===== config.mk =====
export PLATFORM = sky130hd
export DESIGN_NAME = bss_setpoint
export DESIGN_NICKNAME = d
export VERILOG_FILES = /design/src/bss_pkg.sv /design/src/bss_code_decode.sv /design/src/bss_setpoint.sv
export SDC_FILE = /design/constraint.sdc
export NUM_CORES = 1
export LEC_CHECK = 0
export ABC_AREA = 1
export BUFFER_PORTS_ARGS = -buffer_cell sky130_fd_sc_hd__buf_2
export CAP_MARGIN = 20
export CORE_MARGIN = 5
export CORE_UTILIZATION = 28
export CTS_CLUSTER_SIZE = 14
export DETAILED_ROUTE_END_ITERATION = 10
export PLACE_DENSITY = 0.54
export SETUP_SLACK_MARGIN = 0.3
export SLEW_MARGIN = 20
export SYNTH_ARGS = -nofsm -noshare
export SYNTH_HDL_FRONTEND = slang
export SYNTH_HIERARCHICAL = 1
export SYNTH_SLANG_ARGS = --single-unit

===== constraint.sdc =====
create_clock -name REF_CLK -period 3.49 [get_ports REF_CLK]
set_input_delay 0.349 -clock REF_CLK [delete_from_list [all_inputs] [get_ports REF_CLK]]
set_output_delay 0.349 -clock REF_CLK [all_outputs]
set_load 0.01 [all_outputs]

===== src/bss_pkg.sv =====
package bss_pkg;

  // ****************************************************************
  // Register map
  // ****************************************************************
  localparam logic [7:0] OFF_NORMAL  = 8'h00;
  localparam logic [7:0] OFF_STANDBY = 8'h04;
  localparam logic [7:0] OFF_SLEEP   = 8'h08;
  localparam logic [7:0] OFF_MODE    = 8'h0c;
  localparam logic [7:0] OFF_STATUS  = 8'h10;

  // ****************************************************************
  // Fields and reset values
  // ****************************************************************
  localparam int         CODE_W       = 7;
  localparam int         SETP_W       = 6;
  localparam int         RANGE_BIT    = 6;
  localparam logic [5:0] SETP_RESET   = 6'h00;
  localparam logic [1:0] MODE_RESET   = 2'h0;

  // ****************************************************************
  // Target scale in millivolts
  // ****************************************************************
  localparam logic [11:0] LOW_BASE_MV  = 12'd400;
  localparam logic [11:0] LOW_STEP_MV  = 12'd25;
  localparam logic [11:0] HIGH_BASE_MV = 12'd800;
  localparam logic [11:0] HIGH_STEP_MV = 12'd50;

  localparam logic [1:0] RESP_OKAY   = 2'b00;
  localparam logic [1:0] RESP_SLVERR = 2'b10;

  typedef enum logic [1:0] {
    BSS_MODE_NORMAL,
    BSS_MODE_STANDBY,
    BSS_MODE_SLEEP
  } bss_mode_t;

endpackage


===== src/bss_code_decode.sv =====
`timescale 1ns/1ps

module bss_code_decode
  import bss_pkg::*;
(
  input  wire logic [bss_pkg::CODE_W-1:0] code,
  output logic      [11:0]                target_mv
);

  // ****************************************************************
  // Code to target voltage
  // ****************************************************************
  always_comb begin
    if (code[RANGE_BIT]) begin
      target_mv = HIGH_BASE_MV + 12'(code[5:0] * HIGH_STEP_MV);
    end else begin
      target_mv = LOW_BASE_MV + 12'(code[5:0] * LOW_STEP_MV);
    end
  end

endmodule // bss_code_decode


===== src/bss_setpoint.sv =====
`timescale 1ns/1ps
// Function
// - Range bit is read-only to the host
// - Range bit comes only from configuration strap
// - Low range: 0.400 to 1.975 V, 25 mV
// - High range: 0.800 to 3.950 V, 50 mV
// - Three independent six-bit set-point fields
// - Initial range bit copied to standby, sleep
// - Code zero is range base, step per count

module bss_setpoint
  import bss_pkg::*;
(
  input  wire logic                       REF_CLK,
  input  wire logic                       ARST_N,
  input  wire logic                       CFG_RANGE_HIGH,
  input  wire logic [7:0]                 S_AXI_AWADDR,
  input  wire logic                       S_AXI_AWVALID,
  output logic                            S_AXI_AWREADY,
  input  wire logic [31:0]                S_AXI_WDATA,
  input  wire logic [3:0]                 S_AXI_WSTRB,
  input  wire logic                       S_AXI_WVALID,
  output logic                            S_AXI_WREADY,
  output logic [1:0]                      S_AXI_BRESP,
  output logic                            S_AXI_BVALID,
  input  wire logic                       S_AXI_BREADY,
  input  wire logic [7:0]                 S_AXI_ARADDR,
  input  wire logic                       S_AXI_ARVALID,
  output logic                            S_AXI_ARREADY,
  output logic [31:0]                     S_AXI_RDATA,
  output logic [1:0]                      S_AXI_RRESP,
  output logic                            S_AXI_RVALID,
  input  wire logic                       S_AXI_RREADY,
  output logic [bss_pkg::CODE_W-1:0]      ACTIVE_CODE,
  output logic [11:0]                     ACTIVE_TARGET_MV
);
  import bss_pkg::*;

  // ****************************************************************
  // State
  // ****************************************************************
  logic            range_reg,  range_next;
  logic            loaded_reg, loaded_next;
  logic [5:0]      normal_reg, normal_next;
  logic [5:0]      standby_reg, standby_next;
  logic [5:0]      sleep_reg,  sleep_next;
  bss_mode_t       mode_reg,   mode_next;
  logic            aw_got_reg, aw_got_next;
  logic            w_got_reg,  w_got_next;
  logic [7:0]      awaddr_reg, awaddr_next;
  logic [31:0]     wdata_reg,  wdata_next;
  logic            wstrb0_reg, wstrb0_next;
  logic            bvalid_reg, bvalid_next;
  logic [1:0]      bresp_reg,  bresp_next;
  logic            rvalid_reg, rvalid_next;
  logic [31:0]     rdata_reg,  rdata_next;
  logic [1:0]      rresp_reg,  rresp_next;
  logic            awrdy_reg,  awrdy_next;
  logic            wrdy_reg,   wrdy_next;
  logic            arrdy_reg,  arrdy_next;
  logic [6:0]      code_reg,   code_next;
  logic [11:0]     mv_reg,     mv_next;
  logic [11:0]     dec_mv;
  logic            do_write;
  logic [6:0]      act_code;

  function automatic logic [6:0] full_code(input logic rng, input logic [5:0] sp);
    full_code = {rng, sp};
  endfunction

  bss_code_decode u_dec (
    .code      (act_code),
    .target_mv (dec_mv)
  );

  // ****************************************************************
  // Bus and register next state
  // ****************************************************************
  always_comb begin
    range_next   = range_reg;
    loaded_next  = 1'b1;
    normal_next  = normal_reg;
    standby_next = standby_reg;
    sleep_next   = sleep_reg;
    mode_next    = mode_reg;
    aw_got_next  = aw_got_reg;
    w_got_next   = w_got_reg;
    awaddr_next  = awaddr_reg;
    wdata_next   = wdata_reg;
    wstrb0_next  = wstrb0_reg;
    bvalid_next  = bvalid_reg;
    bresp_next   = bresp_reg;
    rvalid_next  = rvalid_reg;
    rdata_next   = rdata_reg;
    rresp_next   = rresp_reg;
    // The strap is sampled once, on the first edge after reset release.
    if (!loaded_reg) begin
      range_next = CFG_RANGE_HIGH;
    end
    if (S_AXI_AWVALID && S_AXI_AWREADY) begin
      aw_got_next = 1'b1;
      awaddr_next = S_AXI_AWADDR;
    end
    if (S_AXI_WVALID && S_AXI_WREADY) begin
      w_got_next  = 1'b1;
      wdata_next  = S_AXI_WDATA;
      wstrb0_next = S_AXI_WSTRB[0];
    end
    do_write = aw_got_reg && w_got_reg && !bvalid_reg;
    if (do_write) begin
      aw_got_next = 1'b0;
      w_got_next  = 1'b0;
      bvalid_next = 1'b1;
      bresp_next  = RESP_OKAY;
      // Bit 6 of written data is dropped: range never follows the host.
      case (awaddr_reg)
        OFF_NORMAL: begin
          if (wstrb0_reg) normal_next = wdata_reg[5:0];
        end
        OFF_STANDBY: begin
          if (wstrb0_reg) standby_next = wdata_reg[5:0];
        end
        OFF_SLEEP: begin
          if (wstrb0_reg) sleep_next = wdata_reg[5:0];
        end
        OFF_MODE: begin
          if (wstrb0_reg) begin
            case (wdata_reg[1:0])
              2'h1:    mode_next = BSS_MODE_STANDBY;
              2'h2:    mode_next = BSS_MODE_SLEEP;
              default: mode_next = BSS_MODE_NORMAL;
            endcase
          end
        end
        OFF_STATUS: bresp_next = RESP_OKAY;
        default:    bresp_next = RESP_SLVERR;
      endcase
    end
    if (bvalid_reg && S_AXI_BREADY) begin
      bvalid_next = 1'b0;
    end
    if (S_AXI_ARVALID && S_AXI_ARREADY) begin
      rvalid_next = 1'b1;
      rresp_next  = RESP_OKAY;
      case (S_AXI_ARADDR)
        OFF_NORMAL:  rdata_next = {25'h0, full_code(range_reg, normal_reg)};
        OFF_STANDBY: rdata_next = {25'h0, full_code(range_reg, standby_reg)};
        OFF_SLEEP:   rdata_next = {25'h0, full_code(range_reg, sleep_reg)};
        OFF_MODE:    rdata_next = {30'h0, mode_reg};
        OFF_STATUS:  rdata_next = {8'h0, mv_reg, 5'h0, code_reg};
        default: begin
          rdata_next = 32'h0;
          rresp_next = RESP_SLVERR;
        end
      endcase
    end else if (rvalid_reg && S_AXI_RREADY) begin
      rvalid_next = 1'b0;
    end
    // Ready is registered from the next holding state, so it is a flip-flop output.
    awrdy_next = !aw_got_next;
    wrdy_next  = !w_got_next;
    arrdy_next = !rvalid_next;
  end

  // ****************************************************************
  // Active mode code
  // ****************************************************************
  always_comb begin
    case (mode_reg)
      BSS_MODE_STANDBY: act_code = full_code(range_reg, standby_reg);
      BSS_MODE_SLEEP:   act_code = full_code(range_reg, sleep_reg);
      default:          act_code = full_code(range_reg, normal_reg);
    endcase
    code_next = act_code;
    mv_next   = dec_mv;
  end

  always_ff @(posedge REF_CLK or negedge ARST_N) begin
    if (!ARST_N) begin
      range_reg   <= 1'b0;
      loaded_reg  <= 1'b0;
      normal_reg  <= SETP_RESET;
      standby_reg <= SETP_RESET;
      sleep_reg   <= SETP_RESET;
      mode_reg    <= BSS_MODE_NORMAL;
      aw_got_reg  <= 1'b0;
      w_got_reg   <= 1'b0;
      awaddr_reg  <= 8'h00;
      wdata_reg   <= 32'h0;
      wstrb0_reg  <= 1'b0;
      bvalid_reg  <= 1'b0;
      bresp_reg   <= RESP_OKAY;
      rvalid_reg  <= 1'b0;
      rdata_reg   <= 32'h0;
      rresp_reg   <= RESP_OKAY;
      awrdy_reg   <= 1'b0;
      wrdy_reg    <= 1'b0;
      arrdy_reg   <= 1'b0;
      code_reg    <= 7'h00;
      mv_reg      <= 12'h000;
    end else begin
      range_reg   <= range_next;
      loaded_reg  <= loaded_next;
      normal_reg  <= normal_next;
      standby_reg <= standby_next;
      sleep_reg   <= sleep_next;
      mode_reg    <= mode_next;
      aw_got_reg  <= aw_got_next;
      w_got_reg   <= w_got_next;
      awaddr_reg  <= awaddr_next;
      wdata_reg   <= wdata_next;
      wstrb0_reg  <= wstrb0_next;
      bvalid_reg  <= bvalid_next;
      bresp_reg   <= bresp_next;
      rvalid_reg  <= rvalid_next;
      rdata_reg   <= rdata_next;
      rresp_reg   <= rresp_next;
      awrdy_reg   <= awrdy_next;
      wrdy_reg    <= wrdy_next;
      arrdy_reg   <= arrdy_next;
      code_reg    <= code_next;
      mv_reg      <= mv_next;
    end
  end

  // ****************************************************************
  // Outputs
  // ****************************************************************
  // Ready flags are registered; they stay low in reset and while a beat is held.
  assign S_AXI_AWREADY    = awrdy_reg;
  assign S_AXI_WREADY     = wrdy_reg;
  assign S_AXI_BVALID     = bvalid_reg;
  assign S_AXI_BRESP      = bresp_reg;
  assign S_AXI_ARREADY    = arrdy_reg;
  assign S_AXI_RVALID     = rvalid_reg;
  assign S_AXI_RDATA      = rdata_reg;
  assign S_AXI_RRESP      = rresp_reg;
  assign ACTIVE_CODE      = code_reg;
  assign ACTIVE_TARGET_MV = mv_reg;

endmodule // bss_setpoint


Word level (Yosys, flattened, before mapping)

Index checks and enable logic that the tools add are counted.

Register bits after elaboration: 99
Word-level logic and storage cells: 71

$add $sub $neg: 2
$mul: 2
Equal/unequal tests: 12
Mux-type cells: 14
Reductions and logical operators: 20

Operators with widths:

| operator               | count |
|---|---|
| $pmux 24 s5            | 1 |
| $eq 8x4->1 const B     | 4 |
| $mul 6x5->11 const B   | 2 |
| $eq 8x3->1 const B     | 2 |
| $eq 8x5->1 const B     | 2 |
| $logic_not 8->1        | 2 |
| $add 10x12->12 const A | 1 |
| $add 9x11->12 const A  | 1 |
| $mux 12                | 1 |
| $pmux 6 s2             | 1 |
| $reduce_and 3->1       | 4 |
| $reduce_or 5->1        | 2 |
| $mux 1                 | 8 |
| $logic_and 1x1->1      | 7 |
| $eq 2x1->1 const B     | 2 |
| $eq 2x2->1 const B     | 2 |
| $logic_not 1->1        | 4 |
| $mux 2                 | 2 |
| $pmux 2 s2             | 1 |
| $reduce_bool 2->1      | 1 |

Logic depth before layout (Yosys ltp)

Depth in word-level cells: 5
Mapped depth: 22

Hierarchy

Netlist, hierarchy kept.

Modules (own cells, without submodules):

| module          | area an instance (sq um) | instances | cells each |
|---|---|---|---|
| bss_setpoint    | 3,724.8                  | 1         | 395 |
| bss_code_decode | 1,228.7                  | 1         | 184 |

Worst setup path after synthesis

Ideal clock, no wire load.

Path type: register to register
Start: register mode_reg[0]
End: register mv_reg[11] (netlist: ACTIVE_TARGET_MV[11])
Arrival: 3.481 ns
Data required time: 3.370 ns
Clock period less this slack: 3.601 ns
Stages on the path, launching flop included: 20
Path buffers: 0
Path slack: -0.111 ns
Path through: dfrtp_1 inv_1 ha_1 inv_1 nor2_1 a21oi_1 inv_1 ha_1 inv_1 ha_1 ha_1 ha_1 inv_1 nor2_1 o21ai_0 nand2_1 a21oi_1 nor2_1 o21ai_0 nand2_1

Cells in the longest elaborated chain, start to end: 5

Ends and longest elaborated chain:

| what                                                   | RTL line                                     | RTL |
|---|---|---|
| from (decl)                                            | bss_setpoint.sv:47                           | `bss_mode_t mode_reg, mode_next;` |
| from (signal assigned)                                 | bss_setpoint.sv:207                          | `mode_reg <= mode_next;` |
| $eq 2x2->1 / $eq 2x1->1 (equally long branches)        | bss_setpoint.sv:169                          | `case (mode_reg)` |
| $pmux 6 s2 *                                           | bss_setpoint.sv:169                          |  |
| net act_code[4]                                        | bss_setpoint.sv:65                           | `logic [6:0] act_code;` |
| $mul 6x5->11                                           | bss_code_decode.sv:15, bss_code_decode.sv:17 |  |
| $add 10x12->12 / $add 9x11->12 (equally long branches) | bss_code_decode.sv:15, bss_code_decode.sv:17 |  |
| $mux 12 *                                              | bss_code_decode.sv:14                        | `if (code[RANGE_BIT]) begin` |
| net dec_mv[11]                                         | bss_setpoint.sv:63                           | `logic [11:0] dec_mv;` |
| to (signal assigned)                                   | bss_setpoint.sv:222                          | `mv_reg <= mv_next;` |
| to (decl)                                              | bss_setpoint.sv:62                           | `logic [11:0] mv_reg, mv_next;` |

Mark *: on every way through the listed nets, which the timed path passes. The rest lies on a longest branch.
A chain may end at the register's enable or synchronous reset.

Worst setup path after layout

Start: register mode_reg[0]
End: register mv_reg[7] (netlist: ACTIVE_TARGET_MV[7])

Same word-level chain as after synthesis.

==> results.sh <==
export IMPL_outcome="finished, final reports clean"
export IMPL_synth_ff_type="dfrtp_1"
export IMPL_path_delay_family="adder cells"
export IMPL_finalHoldViolations=0
export IMPL_routedWlPerCell_um=13.2
export IMPL_min_path_type="in2reg"
export IMPL_clock_fmax_mhz=299
export IMPL_path_buf_inv=6
export IMPL_postLayoutCoreUtil_pct=39.1
export IMPL_p_per_area_nw_per_um2=858
export IMPL_r2r_start="mode_reg[0]"
export IMPL_grt_max_degree=38
export IMPL_grt_ovfl_total=0
export IMPL_synth_top_area_share_pct=42.4
export IMPL_r2r_setup_slack_ns=0.15
export IMPL_cts_root_buf="clkbuf_16"
export IMPL_gp_congestion=0.806
export IMPL_crit_chain="inv_2 -> ha_4 -> inv_6 -> nor2_4 -> a21oi_2 -> buf_4 -> ha_4 -> xnor2_2 -> ha_1 -> ha_1 -> ha_2 -> inv_2 -> fa_2 -> buf_4 -> buf_4 -> xor2_1 -> o22ai_1"
export IMPL_synth_area_leaders="dfrtp_1 42%, nand2_1 12%, ha_1 12%, inv_1 4.9%, nand3_1 3.8%"
export IMPL_seq_area_frac_synth_pct=42.4
export IMPL_clk_pin_slew_worst_paths_ns=0.06
export IMPL_start_util_pct=28.5
export IMPL_place_ws_ns=-0.0128
export IMPL_drc=0
export IMPL_fp_row_count=48
export IMPL_clockBufferDepth=2
export IMPL_die_area_um2=20500
export IMPL_max_stage_delay_ns=0.44
export IMPL_synth_distinct_cells=35
export IMPL_antenna_found_initial=0
export IMPL_core_um2=17400
export IMPL_crit_slowest_cell="dfrtp_2"
export IMPL_diodes=0
export IMPL_worstRegToRegCells=17
export IMPL_relSlewSlack_pct=53.8
export IMPL_rr_endpoint="ACTIVE_TARGET_MV[7]"
export IMPL_fin_crit_sh_pct=95.7
export IMPL_synth_edf_count=0
export IMPL_worst_ir_drop_vdd_mv=0.422
export IMPL_tightestPinTransition_ns=0.693
export IMPL_maxCapViolations=0
export IMPL_setup_worst_path_end_class="register"
export IMPL_die_w_um=143
export IMPL_placed_cell_area_um2=5660
export IMPL_h_tree_depth=3
export IMPL_whs_ns=0.195
export IMPL_finalSetupViolCount=0
export IMPL_synth_async_reset_ratio_pct=100
export IMPL_clock_latency_ns=0.34
export IMPL_clock_skew_ns=0.00780
export IMPL_drt_initial_drc_count=213
export IMPL_synth_seq_cells=84
export IMPL_fin_area_um2=6780
export IMPL_place_inst=885
export IMPL_path_depth=17
export IMPL_postRouteAntennaNets=0
export IMPL_total_power_mw=5.82
export IMPL_dr_pass1_iters=5
export IMPL_ios=120
export IMPL_cts_tree="built"
export IMPL_worstSetupStartpoint="mode_reg[0]"
export IMPL_yosys_warnings=6
export IMPL_grtUsageTotal_pct=12.0
export IMPL_critPathKind="reg2reg"
export IMPL_crit_end="ACTIVE_TARGET_MV[7]"
export IMPL_vias_per_cell=4.31
export IMPL_setup_slack_ns=0.150
export IMPL_period_minus_slack_ns=3.34
export IMPL_start_kind="register"
export IMPL_grt_pass1_wl_um=19800
export IMPL_cp_common_cell="buf_4"
export IMPL_critical_path_arrival_ns=3.54
export IMPL_p_leak_nw=3.44
export IMPL_stdcell_count=938
export IMPL_synth_common_cells="156 x nand2_1, 84 x dfrtp_1, 65 x inv_1"
export IMPL_synth_top_cell_by_area="dfrtp_1"
export IMPL_finalMaxSlewViolations=0
export IMPL_crit_required_ns=3.69
export IMPL_path_max_fanout=6
export IMPL_layout_drive_gt1_share_pct=36.5
export IMPL_grt_setup_unrepaired="yes"
export IMPL_synthToLayoutAreaGrowth_pct=36.9
export IMPL_place_hpwl_um=8740
export IMPL_fin_setup_tns_ns=0
export IMPL_num_vias=4047
export IMPL_die_h_um=143
export IMPL_drt_total_wl_um=12400
export IMPL_yosysMostFrequentCell="nand2_1"
export IMPL_cts_made_buffers=9
export IMPL_largest_register_ffs=19
export IMPL_cts_sinks=84
export IMPL_final_net_count=817
export IMPL_syn_area_um2=4950
export IMPL_port_buffers=75
export IMPL_postSynthAreaPerCell_um2=8.56
export IMPL_syn_inst=579
export IMPL_first_global_vias=3959
-- cell type report --
class	count	area, um^2
well taps	225	282
clock buffers	11	243
fillers	1724	10600
multi-input cells	413	2920
flip-flops and latches	84	2100
inverters	69	267
clock inverters	5	85.1
repair buffers	131	885
-- cells by family after synthesis --
logic type | count (synthesis) | synth area share (%)
other cells | 2 | 0.152
fa+ha+maj | 49 | 12.8
mux | 1 | 0.227
simple gates | 258 | 24.3
compound gates | 84 | 10.1
flops | 84 | 42.4
buf+inv | 96 | 9.09
xor+xnor | 5 | 0.884
-- power breakdown --
part           switching, mW  leakage [nW]  internal [mW]  total (mW)
Combinational           1.72          2.18           1.59        3.31
Clock                  0.387         0.156          0.649        1.04
Sequential             0.226          1.10           1.26        1.48
-- worst min path at each step --
stage	slack, ns	end	cells after the start	start
global route	0.20	awaddr_reg[7]	3	S_AXI_AWADDR[7]
floorplan	0.05	ACTIVE_CODE[0]	0	ARST_N
CTS	0.19	S_AXI_BVALID	2	S_AXI_BREADY
detailed placement	0.30	S_AXI_AWREADY	1	ARST_N
finish	0.19	S_AXI_BVALID	2	S_AXI_BREADY
global placement	0.30	S_AXI_AWREADY	1	ARST_N
-- routing by layer --
metal	vias to the layer above	global-route usage, %	wire length (um)
met3	10	2.65	788
met2	99	18.3	5500
met1	1847	17.0	5960
met5	-	0	0
met4	0	3.75	148
li1	2091	-	-
-- cell usage in the layout, fill, tap and decap left out, types with 5 or more instances in the layout --
cell type and instances:
a21oi_1 11, a21oi_2 8, buf_2 74, buf_4 36, buf_6 19, clkbuf_16 9
conb_1 16, dfrtp_1 82, ha_1 18, ha_4 26, inv_1 57, inv_2 10
nand2_1 153, nand2_2 17, nand3_1 35, nor2_1 26, nor2_2 5, o21ai_0 22
o21ai_1 17, o21ai_2 20
-- what timing repair did --
item / in CTS / in global routing
buffers inserted: 24 / 12
pin swaps: 17 / 20
endpoints found under the hold margin: 27 / 0
gates cloned: 0 / 0
resized for setup: 39 / 54
hold buffers: 1 / 0
endpoints found under the setup margin: 6 / 8
(Power assumes the default switching activity.)
